File: config.mk
export PLATFORM = sky130hd
export DESIGN_NAME = led_dimming_softstart_ctrl
export DESIGN_NICKNAME = d
export VERILOG_FILES = /design/src/ldc_pkg.sv /design/src/ldc_chan.sv /design/src/led_dimming_softstart_ctrl.sv
export SDC_FILE = /design/constraint.sdc
export NUM_CORES = 1
export LEC_CHECK = 0
export BUFFER_PORTS_ARGS = -buffer_cell sky130_fd_sc_hd__buf_2
export CORE_MARGIN = 5
export CORE_UTILIZATION = 30
export DETAILED_ROUTE_END_ITERATION = 16
export HOLD_SLACK_MARGIN = 0.02
export PLACE_DENSITY = 0.59
export SYNTH_ARGS = -nofsm -noshare
export SYNTH_HDL_FRONTEND = slang
export SYNTH_HIERARCHICAL = 1
export SYNTH_SLANG_ARGS = --single-unit
export TNS_END_PERCENT = 50
File: constraint.sdc
create_clock -name ref_clk -period 6.7 [get_ports ref_clk]
set_input_delay 0.67 -clock ref_clk [delete_from_list [all_inputs] [get_ports ref_clk]]
set_output_delay 0.67 -clock ref_clk [all_outputs]
set_load 0.05 [all_outputs]
File: src/ldc_pkg.sv
// Shared constants for the LED dimming and soft-start control block
package ldc_pkg;
  localparam int DIM_W = 10;
  localparam logic [9:0] DIM_MAX = 10'h3FF;
  localparam logic [9:0] DIM_LOAD_CNT = 10'h3FE;
  localparam logic [9:0] DIM_HALF = 10'h200;
  localparam logic [7:0] RAMP_MAX = 8'hFF;
  localparam logic [7:0] RAMP_RST = 8'h00;
  localparam logic [9:0] DUTY_RST = 10'h000;
  localparam logic [2:0] TRIM_RST = 3'h0;
  localparam int TRIM_STEP_UV = 2500;
  localparam logic [15:0] TRIM_STEP_CODE = 16'h09C4;
  typedef enum logic [2:0] {
    LDC_SS_IDLE = 3'b001,
    LDC_SS_RAMP = 3'b010,
    LDC_SS_DONE = 3'b100
  } ldc_ss_t;
endpackage

File: src/ldc_chan.sv
`timescale 1ns/1ns
// One channel: duty staging, dimming counter, soft-start ramp
module ldc_chan (
  // Clock and reset
  input wire logic ref_clk,
  input wire logic rst,
  // Timing enables
  input wire logic dimTick,
  input wire logic ssTick,
  input wire logic [9:0] phaseOffset,
  input wire logic counterSync,
  // Duty writes
  input wire logic [1:0] dutyHighIn,
  input wire logic dutyHighWr,
  input wire logic [7:0] dutyLowIn,
  input wire logic dutyLowWr,
  // Ramp control
  input wire logic channelOn,
  input wire logic dimActive,
  // Results
  output logic dimOut,
  output logic [9:0] dimCount,
  output logic [7:0] rampValue,
  output logic rampDone
);
  logic [1:0] highPart_reg;
  logic [9:0] pending_reg;
  logic [9:0] compare_reg;
  logic [9:0] count_reg;
  logic [9:0] count_next;
  logic dim_reg;
  logic [7:0] ramp_reg;
  ldc_pkg::ldc_ss_t ss_reg;
  ldc_pkg::ldc_ss_t ss_next;
  wire logic loadPoint = dimTick && (count_reg == ldc_pkg::DIM_LOAD_CNT);
  wire logic rampStep = ssTick && dimActive && (ss_reg == ldc_pkg::LDC_SS_RAMP);

  assign dimOut = dim_reg;
  assign dimCount = count_reg;
  assign rampValue = ramp_reg;
  assign rampDone = (ss_reg == ldc_pkg::LDC_SS_DONE);
  // Counter wraps naturally after 1023; resync applies phase offset
  assign count_next = counterSync ? phaseOffset : 10'(count_reg + 10'h001);

  // Duty staging: coherent only on low-part write
  always_ff @(posedge ref_clk or posedge rst) begin
    if (rst) begin
      highPart_reg <= 2'h0;
      pending_reg <= ldc_pkg::DUTY_RST;
    end else begin
      if (dutyHighWr) begin
        highPart_reg <= dutyHighIn;
      end
      if (dutyLowWr) begin
        pending_reg <= {dutyHighWr ? dutyHighIn : highPart_reg, dutyLowIn};
      end
    end
  end

  // Dimming counter; compare only changes at count 1022 to keep period intact
  always_ff @(posedge ref_clk or posedge rst) begin
    if (rst) begin
      count_reg <= 10'h000;
      compare_reg <= ldc_pkg::DUTY_RST;
      dim_reg <= 1'b0;
    end else begin
      if (dimTick || counterSync) begin
        count_reg <= count_next;
        dim_reg <= (count_next < compare_reg);
      end
      if (loadPoint) begin
        compare_reg <= pending_reg;
      end
    end
  end

  // Soft-start sequencing
  always_comb begin
    ss_next = ss_reg;
    case (ss_reg)
      ldc_pkg::LDC_SS_IDLE: begin
        if (channelOn && dimActive) begin
          ss_next = ldc_pkg::LDC_SS_RAMP;
        end
      end
      ldc_pkg::LDC_SS_RAMP: begin
        if (rampStep && ramp_reg == ldc_pkg::RAMP_MAX) begin
          ss_next = ldc_pkg::LDC_SS_DONE;
        end
      end
      ldc_pkg::LDC_SS_DONE: ss_next = ldc_pkg::LDC_SS_DONE;
      default: ss_next = ldc_pkg::LDC_SS_IDLE;
    endcase
    if (!channelOn) begin
      ss_next = ldc_pkg::LDC_SS_IDLE;
    end
  end

  // Ramp counter: frozen while dimming low, cleared when channel off
  always_ff @(posedge ref_clk or posedge rst) begin
    if (rst) begin
      ss_reg <= ldc_pkg::LDC_SS_IDLE;
      ramp_reg <= ldc_pkg::RAMP_RST;
    end else begin
      ss_reg <= ss_next;
      if (!channelOn) begin
        ramp_reg <= ldc_pkg::RAMP_RST;
      end else if (rampStep && ramp_reg != ldc_pkg::RAMP_MAX) begin
        ramp_reg <= 8'(ramp_reg + 8'h01);
      end
    end
  end
endmodule

File: src/led_dimming_softstart_ctrl.sv
`timescale 1ns/1ns
// Top: dimming source select, clock dividers, gate and series-FET drive
// Behaviour
// - Select bit picks pin or internal dimming
// - Pins ignored while internal dimming selected
// - Per-channel 10-bit dimming counter and duty
// - Duty transfers only on low-part write
// - Pending duty loads at count 1022
// - Divider from 3-bit field; period 1024
// - Phase bit 0 gives 180 degrees
// - Dim low: channel off, comp open, FET off
// - Rising dim re-enables; comp waits sense
// - Reset leaves external dimming selected
// - FET drive follows dim, gated by enable
// - 8-bit ramp counts 0 to 255
// - Ramp clock is switch clock divided
// - Ramp waits for active dimming high
// - Ramp freezes while dimming low
// - Dual phase shares channel-1 compensation
// - Dual phase uses channel-1 ramp only
// - Dual phase clocks from channel-1 divider
// - Dual phase: ch1 internal dimming drives ch2; ch2 faults ignored
// - 3-bit trim adds 2.5 mV steps
// - Gate-off bit turns channel off
// - External-to-internal switch may glitch a period
module led_dimming_softstart_ctrl (
  // Clock and reset
  input wire logic ref_clk,
  input wire logic rst,
  // Configuration bits
  input wire logic internalDimSelect,
  input wire logic dimPhaseSelect,
  input wire logic dualPhaseSelect,
  input wire logic [2:0] dimClockDivider,
  input wire logic [7:0] rampClockDivider1,
  input wire logic [7:0] rampClockDivider2,
  input wire logic [7:0] switchClockDivider1,
  input wire logic [7:0] switchClockDivider2,
  input wire logic [1:0] channelEnable,
  input wire logic [1:0] seriesFetDriveEnable,
  input wire logic [1:0] channelGateOff,
  input wire logic [2:0] phaseOffsetTrim1,
  input wire logic [2:0] phaseOffsetTrim2,
  // Duty writes, one strobe per register write
  input wire logic [1:0] dimDutyHighPart1,
  input wire logic dimDutyHighWr1,
  input wire logic [7:0] dimDutyLowPart1,
  input wire logic dimDutyLowWr1,
  input wire logic [1:0] dimDutyHighPart2,
  input wire logic dimDutyHighWr2,
  input wire logic [7:0] dimDutyLowPart2,
  input wire logic dimDutyLowWr2,
  // Pins and analog comparator results
  input wire logic [1:0] dimmingInputPin,
  input wire logic [1:0] senseAboveComp,
  input wire logic [1:0] ch2FaultEvents,
  // Outputs
  output logic [1:0] internalDimSignal,
  output logic [1:0] activeDim,
  output logic [1:0] switchGateEnable,
  output logic [1:0] seriesFetDrive,
  output logic [1:0] compensationConnect,
  output logic ch2ErrorAmpDisable,
  output logic compTie,
  output logic [1:0] channelSwitchClock,
  output logic [7:0] rampConverter1,
  output logic [7:0] rampConverter2,
  output logic [15:0] trimOffsetUv1,
  output logic [15:0] trimOffsetUv2,
  output logic ch2FaultsActive
);
  logic [7:0] dimDiv_reg;
  logic dimTick_reg;
  logic [7:0] sw1Cnt_reg;
  logic [7:0] sw2Cnt_reg;
  logic [1:0] swClk_reg;
  logic [7:0] ss1Cnt_reg;
  logic [7:0] ss2Cnt_reg;
  logic [1:0] ssTick_reg;
  logic [1:0] extDim_reg;
  logic [1:0] prevDim_reg;
  logic [1:0] compArm_reg;
  logic [1:0] intDim_reg;
  logic [1:0] activeDim_reg;
  logic [1:0] gate_reg;
  logic [1:0] fet_reg;
  logic [1:0] comp_reg;
  logic [1:0] swClkOut_reg;
  logic [7:0] ramp1_reg;
  logic [7:0] ramp2_reg;
  logic [15:0] trim1_reg;
  logic [15:0] trim2_reg;
  logic dual_reg;
  logic phase_reg;
  logic sync_reg;
  logic [1:0] chanDim;
  logic [1:0] chanRampDone;
  logic [9:0] cnt1;
  logic [9:0] cnt2;
  logic [7:0] ramp1;
  logic [7:0] ramp2;

  // Divide factor 2^field: field 1 gives divide by 2
  wire logic [7:0] dimDivLimit = 8'((8'h01 << dimClockDivider) - 8'h01);
  wire logic dimDivWrap = (dimDiv_reg >= dimDivLimit);
  // Switching dividers: dual phase uses channel-1 factor for both
  wire logic [7:0] sw2Limit = dualPhaseSelect ? switchClockDivider1 : switchClockDivider2;
  wire logic sw1Wrap = (sw1Cnt_reg >= switchClockDivider1);
  wire logic sw2Wrap = (sw2Cnt_reg >= sw2Limit);
  wire logic [1:0] swRise = {sw2Wrap, sw1Wrap};
  wire logic ss1Wrap = swRise[0] && (ss1Cnt_reg >= rampClockDivider1);
  wire logic ss2Wrap = swRise[1] && (ss2Cnt_reg >= rampClockDivider2);
  // Phase change or mode change restarts counter pair at the new offset
  wire logic cfgChange = (dimPhaseSelect != phase_reg) || (dualPhaseSelect != dual_reg);
  wire logic [9:0] ch2Offset = dimPhaseSelect ? 10'h000 : ldc_pkg::DIM_HALF;
  // Dimming source; channel 2 follows channel 1 in dual phase with internal dimming
  wire logic [1:0] intSel = {dualPhaseSelect ? chanDim[0] : chanDim[1], chanDim[0]};
  wire logic [1:0] srcDim = internalDimSelect ? intSel : extDim_reg;
  wire logic [1:0] chanOn = channelEnable & ~channelGateOff;
  wire logic [1:0] runDim = srcDim & chanOn;
  wire logic [1:0] dimRise = runDim & ~prevDim_reg;
  wire logic ch2Ramp = dualPhaseSelect ? chanRampDone[0] : chanRampDone[1];
  wire logic [7:0] ramp2Sel = dualPhaseSelect ? ramp1 : ramp2;

  // Dimming counter clock enable
  always_ff @(posedge ref_clk or posedge rst) begin
    if (rst) begin
      dimDiv_reg <= 8'h00;
      dimTick_reg <= 1'b0;
      phase_reg <= 1'b0;
      dual_reg <= 1'b0;
      sync_reg <= 1'b1;
    end else begin
      dimDiv_reg <= dimDivWrap ? 8'h00 : 8'(dimDiv_reg + 8'h01);
      dimTick_reg <= dimDivWrap;
      phase_reg <= dimPhaseSelect;
      dual_reg <= dualPhaseSelect;
      sync_reg <= cfgChange;
    end
  end

  // Switching and ramp clock dividers
  always_ff @(posedge ref_clk or posedge rst) begin
    if (rst) begin
      sw1Cnt_reg <= 8'h00;
      sw2Cnt_reg <= 8'h00;
      swClk_reg <= 2'b00;
      ss1Cnt_reg <= 8'h00;
      ss2Cnt_reg <= 8'h00;
      ssTick_reg <= 2'b00;
    end else begin
      sw1Cnt_reg <= sw1Wrap ? 8'h00 : 8'(sw1Cnt_reg + 8'h01);
      if (dualPhaseSelect && sw1Cnt_reg == {1'b0, switchClockDivider1[7:1]}) begin
        sw2Cnt_reg <= 8'h00;
      end else begin
        sw2Cnt_reg <= sw2Wrap ? 8'h00 : 8'(sw2Cnt_reg + 8'h01);
      end
      swClk_reg <= swRise;
      if (swRise[0]) begin
        ss1Cnt_reg <= ss1Wrap ? 8'h00 : 8'(ss1Cnt_reg + 8'h01);
      end
      if (swRise[1]) begin
        ss2Cnt_reg <= ss2Wrap ? 8'h00 : 8'(ss2Cnt_reg + 8'h01);
      end
      ssTick_reg <= {ss2Wrap, ss1Wrap};
    end
  end

  // Channel 1 counter and ramp
  ldc_chan chan1 (
    .ref_clk(ref_clk),
    .rst(rst),
    .dimTick(dimTick_reg),
    .ssTick(ssTick_reg[0]),
    .phaseOffset(10'h000),
    .counterSync(sync_reg),
    .dutyHighIn(dimDutyHighPart1),
    .dutyHighWr(dimDutyHighWr1),
    .dutyLowIn(dimDutyLowPart1),
    .dutyLowWr(dimDutyLowWr1),
    .channelOn(chanOn[0]),
    .dimActive(srcDim[0]),
    .dimOut(chanDim[0]),
    .dimCount(cnt1),
    .rampValue(ramp1),
    .rampDone(chanRampDone[0])
  );

  // Channel 2 counter and ramp
  ldc_chan chan2 (
    .ref_clk(ref_clk),
    .rst(rst),
    .dimTick(dimTick_reg),
    .ssTick(ssTick_reg[1]),
    .phaseOffset(ch2Offset),
    .counterSync(sync_reg),
    .dutyHighIn(dimDutyHighPart2),
    .dutyHighWr(dimDutyHighWr2),
    .dutyLowIn(dimDutyLowPart2),
    .dutyLowWr(dimDutyLowWr2),
    .channelOn(chanOn[1]),
    .dimActive(srcDim[1]),
    .dimOut(chanDim[1]),
    .dimCount(cnt2),
    .rampValue(ramp2),
    .rampDone(chanRampDone[1])
  );

  // External pin sampled once; switching source may cost one period
  always_ff @(posedge ref_clk or posedge rst) begin
    if (rst) begin
      extDim_reg <= 2'b00;
      prevDim_reg <= 2'b00;
    end else begin
      extDim_reg <= dimmingInputPin;
      prevDim_reg <= runDim;
    end
  end

  // Compensation reconnect waits for sense above comp after rising edge
  always_ff @(posedge ref_clk or posedge rst) begin
    if (rst) begin
      compArm_reg <= 2'b00;
      comp_reg <= 2'b00;
    end else begin
      for (int i = 0; i < 2; i++) begin
        if (!runDim[i]) begin
          compArm_reg[i] <= 1'b0;
          comp_reg[i] <= 1'b0;
        end else if (dimRise[i]) begin
          compArm_reg[i] <= 1'b1;
        end else if (compArm_reg[i] && senseAboveComp[i]) begin
          compArm_reg[i] <= 1'b0;
          comp_reg[i] <= 1'b1;
        end
      end
      if (dualPhaseSelect) begin
        comp_reg[1] <= comp_reg[0];
      end
    end
  end

  // Registered drive outputs
  always_ff @(posedge ref_clk or posedge rst) begin
    if (rst) begin
      intDim_reg <= 2'b00;
      activeDim_reg <= 2'b00;
      gate_reg <= 2'b00;
      fet_reg <= 2'b00;
      swClkOut_reg <= 2'b00;
    end else begin
      intDim_reg <= intSel;
      activeDim_reg <= srcDim;
      gate_reg <= runDim;
      fet_reg <= runDim & seriesFetDriveEnable;
      swClkOut_reg <= swClk_reg;
    end
  end

  // Ramp converter codes and trim offsets
  always_ff @(posedge ref_clk or posedge rst) begin
    if (rst) begin
      ramp1_reg <= ldc_pkg::RAMP_RST;
      ramp2_reg <= ldc_pkg::RAMP_RST;
      trim1_reg <= 16'h0000;
      trim2_reg <= 16'h0000;
    end else begin
      ramp1_reg <= ramp1;
      ramp2_reg <= ch2Ramp ? ramp2Sel : ramp2Sel;
      trim1_reg <= 16'(phaseOffsetTrim1 * ldc_pkg::TRIM_STEP_CODE);
      trim2_reg <= 16'(phaseOffsetTrim2 * ldc_pkg::TRIM_STEP_CODE);
    end
  end

  // Mode flags; ch2 faults masked in dual phase
  always_ff @(posedge ref_clk or posedge rst) begin
    if (rst) begin
      ch2ErrorAmpDisable <= 1'b0;
      compTie <= 1'b0;
      ch2FaultsActive <= 1'b0;
    end else begin
      ch2ErrorAmpDisable <= dualPhaseSelect;
      compTie <= dualPhaseSelect;
      ch2FaultsActive <= |ch2FaultEvents && !dualPhaseSelect;
    end
  end

  assign internalDimSignal = intDim_reg;
  assign activeDim = activeDim_reg;
  assign switchGateEnable = gate_reg;
  assign seriesFetDrive = fet_reg;
  assign compensationConnect = comp_reg;
  assign channelSwitchClock = swClkOut_reg;
  assign rampConverter1 = ramp1_reg;
  assign rampConverter2 = ramp2_reg;
  assign trimOffsetUv1 = trim1_reg;
  assign trimOffsetUv2 = trim2_reg;
endmodule

==> Yosys cells after proc, flatten, opt, wreduce, memory -nomap -nowiden <==
Index checks and enable logic that the tools add are counted.
{ "totals": {"mem_bits_rw": 0, "rom_bits": 0, "latchBits": 0, "ff_bits": 195, "inputBits": 82, "word_cells": 159, "output_inout_bits": 63, "mem_count": 0} }
{ "classes": {"magnitude_cmp": 7, "n_div": 0, "muxes": 40, "add_sub_neg": 10, "multipliers": 2, "bitwise": 6, "eq_ne": 27, "shift": 1, "n_reduce_logical": 26} }
{ "ops": {"columns": ["operator", "count"], "rows": [
  ["8-bit 2-to-1 mux", 12],
  ["8-bit by 1-bit adder with 8-bit output (second input constant)", 7],
  ["8-bit >= comparator", 5],
  ["10-bit 2-to-1 mux", 3],
  ["3-bit by 10-bit multiplier with 13-bit output (second input constant)", 2],
  ["10-bit by 1-bit adder with 10-bit output (second input constant)", 2],
  ["10-bit == test (second input constant)", 2],
  ["10-bit < comparator", 2],
  ["1-bit logical AND", 18],
  ["3-bit 2-to-1 mux", 6],
  ["3-bit case mux with 3 select lines", 2],
  ["8-bit == test (second input constant)", 2],
  ["8-bit inequality test (second input constant)", 2],
  ["1-bit 2-to-1 mux", 14],
  ["3-bit by 2-bit inequality test with 1-bit output (second input constant)", 3],
  ["3-bit inequality test (second input constant)", 3],
  ["2-bit AND", 4],
  ["8-bit by 7-bit == test with 1-bit output", 1],
  ["2-bit AND reduction", 4],
  ["1-bit by 3-bit << shifter with 8-bit output (first input constant)", 1],
  ["8-bit by 1-bit subtractor with 8-bit output (second input constant)", 1],
  ["3-bit by 1-bit == test with 1-bit output (second input constant)", 2],
  ["3-bit by 2-bit == test with 1-bit output (second input constant)", 2],
  ["3-bit == test (second input constant)", 2],
  ["other kinds (9)", 17]
]} }

==> Logic depth before layout (Yosys ltp) <==
Gate-level depths: netlist of run 1.
{ "depth": {"ltp_word": 8, "ltp_mapped": 10, "ltp_nobuf": 9} }

==> Cells and area by module <==
The synthesis of run 1 kept the hierarchy.
{ "by_module_without_submodules": {"columns": ["module", "n_inst", "seq_area_each_um2", "cells_each", "area_each_um2"], "rows": [
  ["led_dimming_softstart_ctrl", 1, 2578.7, 484, 5388.9],
  ["ldc_chan", 2, 1102.3, 232, 2489.9]
]} }

==> Least setup slack after synthesis of run 1 <==
No wires, ideal clock.
{ "synth_path": {"path_type": "input to register", "start": "in dualPhaseSelect", "end": "reg ss2Cnt_reg[6]", "stages": 8, "required_time_ns": 6.610, "path_buffers": 1, "setup_ns": 0.090, "path_slack_ns": 3.989, "arrival_ns": 2.621, "path_cell_list": "buf_1 mux2_2 ha_1 nand2b_1 a21oi_2 o31ai_2 or4b_1 o221ai_1"} }
{ "synth_between": {"elab_chain_cells": 4} }
{ "synth_rtl": {"columns": ["element", "line_no", "rtl"], "rows": [
  ["start: declaration", "led_dimming_softstart_ctrl.sv:33", "input wire logic dualPhaseSelect,"],
  ["8-bit 2-to-1 mux *", "led_dimming_softstart_ctrl.sv:107", "wire logic [7:0] sw2Limit = dualPhaseSelect ? switchClockDivider1 : switchClockDivider2;"],
  ["8-bit >= comparator *", "led_dimming_softstart_ctrl.sv:109", "wire logic sw2Wrap = (sw2Cnt_reg >= sw2Limit);"],
  ["1-bit logical AND", "led_dimming_softstart_ctrl.sv:112", "wire logic ss2Wrap = swRise[1] && (ss2Cnt_reg >= rampClockDivider2);"],
  ["8-bit 2-to-1 mux", "led_dimming_softstart_ctrl.sv:163", "ss2Cnt_reg <= ss2Wrap ? 8'h00 : 8'(ss2Cnt_reg + 8'h01);"],
  ["end signal: assignment", "led_dimming_softstart_ctrl.sv:163", null],
  ["end: declaration", "led_dimming_softstart_ctrl.sv:78", "logic [7:0] ss2Cnt_reg;"]
]} }
Every way passes the cells marked *; elsewhere a longest branch is shown, timed or not.
A chain may end at the register's enable or synchronous reset.

==> Worst setup path after layout of run 1 <==
{ "layout_path": {"start": "in dualPhaseSelect", "end": "reg ss2Cnt_reg[7]"} }
Same word-level chain as after synthesis.

==> flow_summary_export.csv, run 1 <==
group,metric,value,unit
outcome,status,"finished, final reports clean",
layout,instances_no_fill,1583,
global_routing,track_usage,12.0,%
cts,hold_buffers,0,
pwr,powerDensity,284,nW/um^2
route,via_per_inst,4.54,
cts,clock_sinks,191,
setup_path,reg2reg_from,"sync_reg",
sta,worst_slack,3.67,ns
placement,dp.cells,1551,
layout,area_growth,17.8,%
pwr,seq_power_share,44.3,%
placement,gp_congestion,0.763,
pwr,pwr-share-clk,29.5,%
pwr,p_comb_share,26.2,%
sta,rsz0062_at_grt,"false",
die,io_pins,145,
route,via_count,7179,
setup_path,cp_slowest_cell,"o31ai_2",
setup_path,r2r_end,"chan2/dimOut",
sta,worstMarginPinSlew,0.977,ns
pwr,irDropWorstVdd,0.177,mV
die,core_area,34300,um^2
sta,fin_hold_ws,0.317,ns
global_routing,antenna_found_initial,0,
pwr,internal_power,2210,uW
setup_path,r2r_cells,6,
route,post_drt_wl_per_cell,14.2,um
cts,cts_max_level,4,
cts,ctsResizeCount,0,
setup_path,required,7.08,ns
setup_path,critPathKind,"in -> reg",
pwr,p_sw_share,36.3,%
sta,setup_viol,0,
layout,final_area,12200,um^2
global_routing,grt_pass1_vias,7557,
sta,drv_slew,0,
cts,postCtsSetupBuffers,0,
setup_path,cp_num_buf_inv,1,
setup_path,cp_data_arrival_time,3.41,ns
route,drtIter0Drc,324,
route,dr.pass1.iters,5,
die,rows,68,
placement,pre_cts_slack,3.16,ns
global_routing,grt_max_degree,59,
layout,insertedDiodeCount,0,
placement,dpl_cell_area,11600,um^2
logic_synthesis,synth_area,10400,um^2
setup_path,r2r_slack,4.02,ns
sta,slew_headroom,34.8,%
route,postRouteWirelength,22400,um
die,die_area,38300,um^2
setup_path,critPathMaxStageDelay,0.74,ns
die,die_w,196,um
sta,finalClockSkew,0.0116,ns
logic_synthesis,syn_area_per_cell,10.9,um^2
cts,tritoncts,"yes",
setup_path,crit_path_cell_trace,"buf_2, mux2_2, ha_1, nand2b_1, a21oi_2, o31ai_2, nor2b_1, a22o_1",
global_routing,grt-ovfl-total,0,
sta,period_minus_slack,3.03,ns
placement,hpwlAfterDp,16700,um
logic_synthesis,synthCells,946,
sta,fin_setup_tns,0,ns
sta,min_period_over_period,45.3,%
layout,fillers,3426,
route,post-route-drc-count,0,
placement,portBuffers,136,
cts,cts_root_buf,"clkbuf_16",
layout,drive_gt1_share,24.5,%
pwr,leakage,0.00599,uW
setup_path,cp_top_family,"compound AO/OA/AOI/OAI gates",
global_routing,grt_pass1_wl,37600,um
cts,clkTransAtPathRegs,0.08,ns
hold_path,hold_path.class,"in -> async",
flow_run,cap_violations,0,
setup_path,path_max_fanout,23,
pwr,switchingPower,1260,uW
cts,clock_latency,0.45,ns
sta,fmax,330,MHz
die,fp.dieH,196,um
setup_path,start_kind,"primary input",
logic_synthesis,synth_warnings,6,
route,antenna_left,0,
die,start_util,30.2,%
cts,clk_path_buf_depth,2,
setup_path,cp-end-kind,"register",
layout,nets,1284,
cts,numCtsBuffers,17,
sta,hold_violations,0,
## cell type report
| cell class | instances | area (um^2) | area share, % |
|---|---|---|---|
| Clock buffer | 17 | 425 | 3.49 |
| Clock inverter | 15 | 164 | 1.34 |
| Inverter | 87 | 329 | 2.70 |
| Multi-Input combinational cell | 680 | 5230 | 42.9 |
| Sequential cell | 191 | 4780 | 39.2 |
| Tap cell | 455 | 569 | 4.67 |
| Timing Repair Buffer | 138 | 696 | 5.71 |
## routing by layer
layer | part of all wire (%) | GRT usage, %
met4 | 0.79 | 2.79
met1 | 45 | 15.1
met3 | 4.9 | 3.68
met5 | 0 | 0
met2 | 49 | 20.5
## placed cells by master, fill, tap and decap left out, drive strengths merged, types with 11 or more instances in the layout
cell type  count
nor2b         13
nor3          19
ha            81
a21o          11
nand3         40
xnor2         28
dfrtp        188
nand4         16
conb          41
mux2i         15
inv           93
nor2          49
xor2          43
mux2          71
nand2         65
clkbuf        17
nand2b        11
and3          14
buf          138
o21ai         39
a21oi         28
## power groups by stage
stage / clock network, uW / logic (uW) / registers, uW
6_report: 1020 / 908 / 1540
5_1_grt: 1120 / 1040 / 1570
4_1_cts: 1080 / 926 / 1540
3_5_place_dp: 0 / 921 / 1560
3_3_place_gp: 0 / 888 / 1560
2_1_floorplan: 0 / 655 / 1570
## worst max path at each step
stage	from	endpoint	slack, ns	cells after the start
after detailed placement	dualPhaseSelect	ss2Cnt_reg[4]	3.16	8
after global placement	dualPhaseSelect	ss2Cnt_reg[5]	3.24	8
after global routing	dualPhaseSelect	ss2Cnt_reg[7]	3.49	8
after floorplan	rst	activeDim[0]	3.33	1
final	dualPhaseSelect	ss2Cnt_reg[7]	3.67	8
after CTS	dualPhaseSelect	ss2Cnt_reg[7]	3.65	8
## through the flow
step	total power [uW]	util [%]
after detailed placement	2480	33.8
after CTS	3540	35.6
after floorplan	2230	-
after global placement	2450	33.8
final	3470	35.6
after global routing	3730	35.6
(Power assumes the default switching activity.)
==> run 2: changes to the inputs <==
--- a/config.mk
+++ b/config.mk
@@ -10,7 +10,7 @@
 export CORE_UTILIZATION = 30
 export DETAILED_ROUTE_END_ITERATION = 16
 export HOLD_SLACK_MARGIN = 0.02
-export PLACE_DENSITY = 0.59
+export PLACE_DENSITY = 0.61
 export SYNTH_ARGS = -nofsm -noshare
 export SYNTH_HDL_FRONTEND = slang
 export SYNTH_HIERARCHICAL = 1
==> constraint.sdc (replaced) <==
create_clock -name ref_clk -period 2.5 [get_ports ref_clk]
set_input_delay 0.25 -clock ref_clk [delete_from_list [all_inputs] [get_ports ref_clk]]
set_output_delay 0.25 -clock ref_clk [all_outputs]
set_load 0.05 [all_outputs]
==> run 2 against run 1 <==
Clock power rose to 2.6 times the previous value. Sequential cell count did not move. Combinational power rose to 2.8 times the previous value. Global-route usage rose by 0.13 points. Utilization rose by 0.79 points. Die area did not move. Wire length rose by 1.6%. Non-clock buffer count rose by 32. Clock skew barely moved. Worst hold slack got worse by 0.27 ns. Cell area rose by 2.2%. Largest power group unchanged.
==> flow_summary_export.csv, run 2 (same netlist as run 1, synthesis figures left out) <==
group,metric,value,unit
outcome,status,"finished, final reports clean",
route,drtIter0Drc,311,
cts,tritoncts,"yes",
hold_path,hold_path.class,"in -> reg",
setup_path,r2r_cells,9,
setup_path,path_max_fanout,6,
pwr,irDropWorstVdd,0.499,mV
pwr,powerDensity,744,nW/um^2
die,rows,68,
setup_path,cp_slowest_cell,"dfrtp_1",
hold_path,min_to,"trimOffsetUv2[3]",
cts,clock_latency,0.43,ns
setup_path,required,2.81,ns
die,fp.dieH,196,um
layout,area_growth,20.4,%
hold_path,hold_path_depth,1,
route,post_drt_wl_per_cell,14.1,um
sta,drv_slew,0,
die,die_area,38300,um^2
global_routing,use_met2,20.4,%
layout,final_cell_mix,"186 x dfrtp_1, 136 x buf_2, 83 x inv_1, 81 x ha_1, 69 x mux2_2",
cts,clkTransAtPathRegs,0.08,ns
global_routing,grt_util_met3,3.62,%
layout,instances_no_fill,1615,
route,via_per_inst,4.49,
placement,dp.cells,1566,
layout,final_common_cell,"dfrtp_1",
sta,fin_setup_tns,0,ns
pwr,leakage,0.00613,uW
setup_path,r2r_end,"chan1/dimOut",
setup_path,start_kind,"register",
cts,clock_sinks,191,
die,core_area,34300,um^2
die,die_w,196,um
sta,min_period_over_period,93.3,%
layout,drive_gt1_share,25.3,%
layout,final_core_util,36.3,%
cts,numCtsBuffers,17,
sta,finalClockSkew,0.0115,ns
sta,fin_hold_ws,0.0509,ns
setup_path,cp-end-kind,"register",
layout,fillers,3445,
die,io_pins,145,
route,dr.pass1.iters,4,
global_routing,grt_pass1_wl,38500,um
hold_path,holdCritStartpoint,"phaseOffsetTrim2[1]",
global_routing,grt.busiest_layer,"met2",
setup_path,crit_path_frequent_cell,"ha_1",
setup_path,critPathMaxStageDelay,0.44,ns
route,post-route-drc-count,0,
placement,hpwlAfterDp,17100,um
cts,postCtsSetupBuffers,0,
sta,setup_viol,0,
sta,rsz0062_at_grt,"false",
placement,gp_congestion,0.821,
global_routing,grt-ovfl-total,0,
placement,portBuffers,136,
sta,worstMarginPinSlew,0.950,ns
sta,period_minus_slack,2.33,ns
setup_path,crit_path_cell_trace,"ha_1, nand3_2, xnor2_1, mux2_2, ha_1, nand4_1, a311o_1, a21oi_1, o31ai_1",
layout,nets,1316,
setup_path,critPathKind,"reg -> reg",
route,via_count,7247,
setup_path,reg2reg_from,"chan1/dimCount[1]",
sta,fmax,429,MHz
route,postRouteWirelength,22800,um
sta,hold_violations,0,
global_routing,antenna_found_initial,0,
global_routing,grt_max_degree,45,
global_routing,grt_pass1_vias,7746,
global_routing,track_usage,12.2,%
cts,cts_max_level,4,
global_routing,met1_usage,15.8,%
route,antenna_left,0,
cts,cts_root_buf,"clkbuf_16",
cts,clk_path_buf_depth,2,
layout,insertedDiodeCount,0,
setup_path,r2r_slack,0.17,ns
sta,slew_headroom,36.6,%
setup_path,cp_data_arrival_time,2.64,ns
die,start_util,30.2,%
flow_run,cap_violations,0,
-- run 2: worst max-delay path: cells and delay by family, from the launching register on --
kind                       cells  cell delay (ns)
DFF                            1             0.44
muxes                          1             0.27
xor gates and xnor gates       1             0.16
and+or+nand+nor                2             0.25
AOI/OAI and AO/OA              3             0.54
adders and majority gates      2             0.56
-- run 2: timing repair --
item                       CTS  global route
hold buffers                16             1
setup endpoints to repair    0             2
hold endpoints to repair    79             1
resized for setup            0             2
-- run 2: cell type report --
type	count	area (um^2)	share of cell area, %
timing repair buffer	170	991	7.95
tap	455	569	4.57
multi-input combinational	680	5230	41.9
sequential	191	4790	38.4
clock buffer	18	439	3.52
clock inverter	14	123	0.984
inverter	87	330	2.65
-- run 2: how the worst max path moves through the flow --
stage / from / to / slack (ns) / depth (start not counted)
final: chan1/dimCount[1] / chan1/dimOut / 0.17 / 9
after global routing: chan1/dimCount[1] / chan1/dimOut / 0.02 / 9
after CTS: chan1/dimCount[0] / chan1/dimOut / 0.12 / 9
after detailed placement: dualPhaseSelect / ss2Cnt_reg[3] / 0.13 / 10
after global placement: dualPhaseSelect / ss2Cnt_reg[5] / 0.17 / 9
after floorplan: sync_reg / chan1/dimOut / 0.20 / 8
-- run 2: where the power goes --
group          internal, uW  switching (uW)  total, uW
clock                  1340            1300       2640
combinational          1090            1440       2540
sequential             3540             562       4100
-- run 2: metrics by stage --
step | power [uW] | area (um^2) | setup WS [ns]
floorplan | 5970 | 10500 | 0.196
global placement | 6630 | 11700 | 0.165
detailed placement | 6710 | 11700 | 0.134
CTS | 9440 | 12500 | 0.121
global route | 9950 | 12500 | 0.0197
finish | 9270 | 12500 | 0.167
-- run 2: layer usage --
layer | part of all wire (%) | vias up | wire length [um]
met5 | 0 | - | 0
met2 | 48 | 126 | 10900
li1 | - | 3629 | -
met3 | 4.9 | 8 | 1120
met4 | 0.71 | 0 | 161
met1 | 46 | 3484 | 10600
==> run 3: changes to the inputs <==
--- a/config.mk
+++ b/config.mk
@@ -10,7 +10,7 @@
 export CORE_UTILIZATION = 30
 export DETAILED_ROUTE_END_ITERATION = 16
 export HOLD_SLACK_MARGIN = 0.02
-export PLACE_DENSITY = 0.61
+export PLACE_DENSITY = 0.59
 export SYNTH_ARGS = -nofsm -noshare
 export SYNTH_HDL_FRONTEND = slang
 export SYNTH_HIERARCHICAL = 1
==> constraint.sdc (replaced) <==
create_clock -name ref_clk -period 3 [get_ports ref_clk]
set_input_delay 0.3 -clock ref_clk [delete_from_list [all_inputs] [get_ports ref_clk]]
set_output_delay 0.3 -clock ref_clk [all_outputs]
set_load 0.05 [all_outputs]
==> run 3 against run 2 <==
Clock-buffer cell count is 1 higher. Cell area is 0.51% lower. Critical path depth stayed put. First-iteration DRC count is 6.4% higher. Setup slack better by 0.44 ns. Largest power group unchanged.
==> flow_summary_export.csv, run 3 (same netlist as run 1, synthesis figures left out) <==
group,metric,value,unit
route,via_per_inst,4.55,
cts,clock_latency,0.44,ns
outcome,status,"finished, final reports clean",
placement,portBuffers,136,
placement,gp_congestion,0.762,
pwr,pwr-share-clk,31.5,%
sta,slew_headroom,35.7,%
global_routing,grt_pass1_wl,38100,um
sta,period_minus_slack,2.40,ns
route,dr.pass1.iters,4,
setup_path,cp-end-kind,"register",
route,antenna_left,0,
global_routing,antenna_found_initial,0,
global_routing,track_usage,12.1,%
route,post_drt_wl_per_cell,13.9,um
die,io_pins,145,
setup_path,critPathKind,"reg -> reg",
cts,numCtsBuffers,17,
sta,rsz0062_at_grt,"false",
pwr,switchingPower,2710,uW
global_routing,grt_max_degree,97,
route,via_count,7279,
setup_path,path_max_fanout,7,
pwr,irDropWorstVdd,0.400,mV
sta,worstMarginPinSlew,0.963,ns
die,die_area,38300,um^2
sta,drv_slew,0,
die,core_area,34300,um^2
cts,cts_root_buf,"clkbuf_16",
placement,dp.cells,1560,
cts,clkTransAtPathRegs,0.07,ns
hold_path,hold_path.class,"in -> reg",
route,wl_met2,10800,um
layout,final_cell_mix,"188 x dfrtp_1, 136 x buf_2, 83 x inv_1, 81 x ha_1, 69 x mux2_2",
layout,nets,1299,
sta,hold_violations,0,
pwr,internal_power,5300,uW
sta,fin_setup_tns,0,ns
pwr,leakage,0.00610,uW
setup_path,required,3.32,ns
layout,final_common_cell,"dfrtp_1",
pwr,powerDensity,647,nW/um^2
route,post-route-drc-count,0,
setup_path,cp_data_arrival_time,2.72,ns
sta,min_period_over_period,79.9,%
pwr,seq_power_share,42.7,%
flow_run,cap_violations,0,
setup_path,start_kind,"register",
layout,instances_no_fill,1599,
die,rows,68,
cts,cts_max_level,4,
layout,final_area,12400,um^2
placement,hpwlAfterDp,16600,um
cts,clock_sinks,191,
layout,drive_gt1_share,24.9,%
cts,clk_path_buf_depth,2,
sta,setup_viol,0,
pwr,p_sw_share,33.8,%
route,topRoutingLayerUsed,"met4",
pwr,p_comb_share,25.8,%
layout,area_growth,19.8,%
layout,final_core_util,36.2,%
sta,fmax,417,MHz
route,dr_wl_met3,1100,um
sta,finalClockSkew,0.0106,ns
route,drt-met1-wl,10100,um
die,fp.dieH,196,um
route,postRouteWirelength,22200,um
die,start_util,30.2,%
route,drtIter0Drc,331,
die,die_w,196,um
placement,dpl_cell_area,11700,um^2
global_routing,grt_pass1_vias,7703,
global_routing,grt-ovfl-total,0,
cts,tritoncts,"yes",
## run 3: metal layers
metal / global-route usage (%) / up-vias
li1: - / 3592
met3: 3.47 / 13
met4: 3.47 / 0
met1: 15.3 / 3551
met2: 20.4 / 123
met5: 0 / -
## run 3: final timing paths
path	start	cells after the start	end	slack (ns)
max reg2reg	chan2/dimCount[0]	9	chan2/dimOut	0.60
min in group asynchronous	rst	3	extDim_reg[0]	0.36
min	phaseOffsetTrim1[2]	1	trimOffsetUv1[4]	0.07
max	chan2/dimCount[0]	9	chan2/dimOut	0.60
min reg2reg	swClk_reg[1]	0	channelSwitchClock[1]	0.36
max in group asynchronous	rst	3	chan2/compare_reg[2]	1.72
## run 3: layout make-up
cell class | count | area (um^2)
sequential | 191 | 4780
inverter | 87 | 330
fill | 3471 | 21900
clock buffer | 19 | 453
multi-input combinational | 680 | 5230
timing repair buffer | 153 | 836
antenna | 1 | 2.50
clock inverter | 13 | 200
tap | 455 | 569
## run 3: worst max-delay path, cell delays in order (launching register included)
cell and delay (ns):
dfrtp_1 0.47, ha_1 0.26, nand3_2 0.15, xnor2_1 0.16, mux2_2 0.27, ha_1 0.31, nand4_1 0.11, a311o_1 0.32
a21oi_1 0.13, o31ai_1 0.08
## run 3: power by group through the flow
stage | Sequential [uW] | Combinational (uW) | Clock, uW
final | 3420 | 2070 | 2530
after global routing | 3480 | 2390 | 2730
after CTS | 3420 | 2110 | 2630
after detailed placement | 3470 | 2100 | 0
after global placement | 3460 | 2040 | 0
after floorplan | 3510 | 1460 | 0
## run 3: metrics by stage
| step | total power, uW | hold slack, ns | worst slack, ns |
|---|---|---|---|
| after floorplan | 4970 | 0.331 | 0.659 |
| after global placement | 5500 | 0.272 | 0.536 |
| after detailed placement | 5570 | 0.271 | 0.504 |
| after CTS | 8160 | 0.0346 | 0.598 |
| after global routing | 8600 | 0.0449 | 0.378 |
| final | 8020 | 0.0733 | 0.602 |
## run 3: repair_timing
action | CTS | global route
gates resized for setup | 0 | 0
endpoints found under the setup margin | 0 | 0
buffers inserted | 0 | 0
endpoints found under the hold margin | 31 | 0
hold buffers | 6 | 0
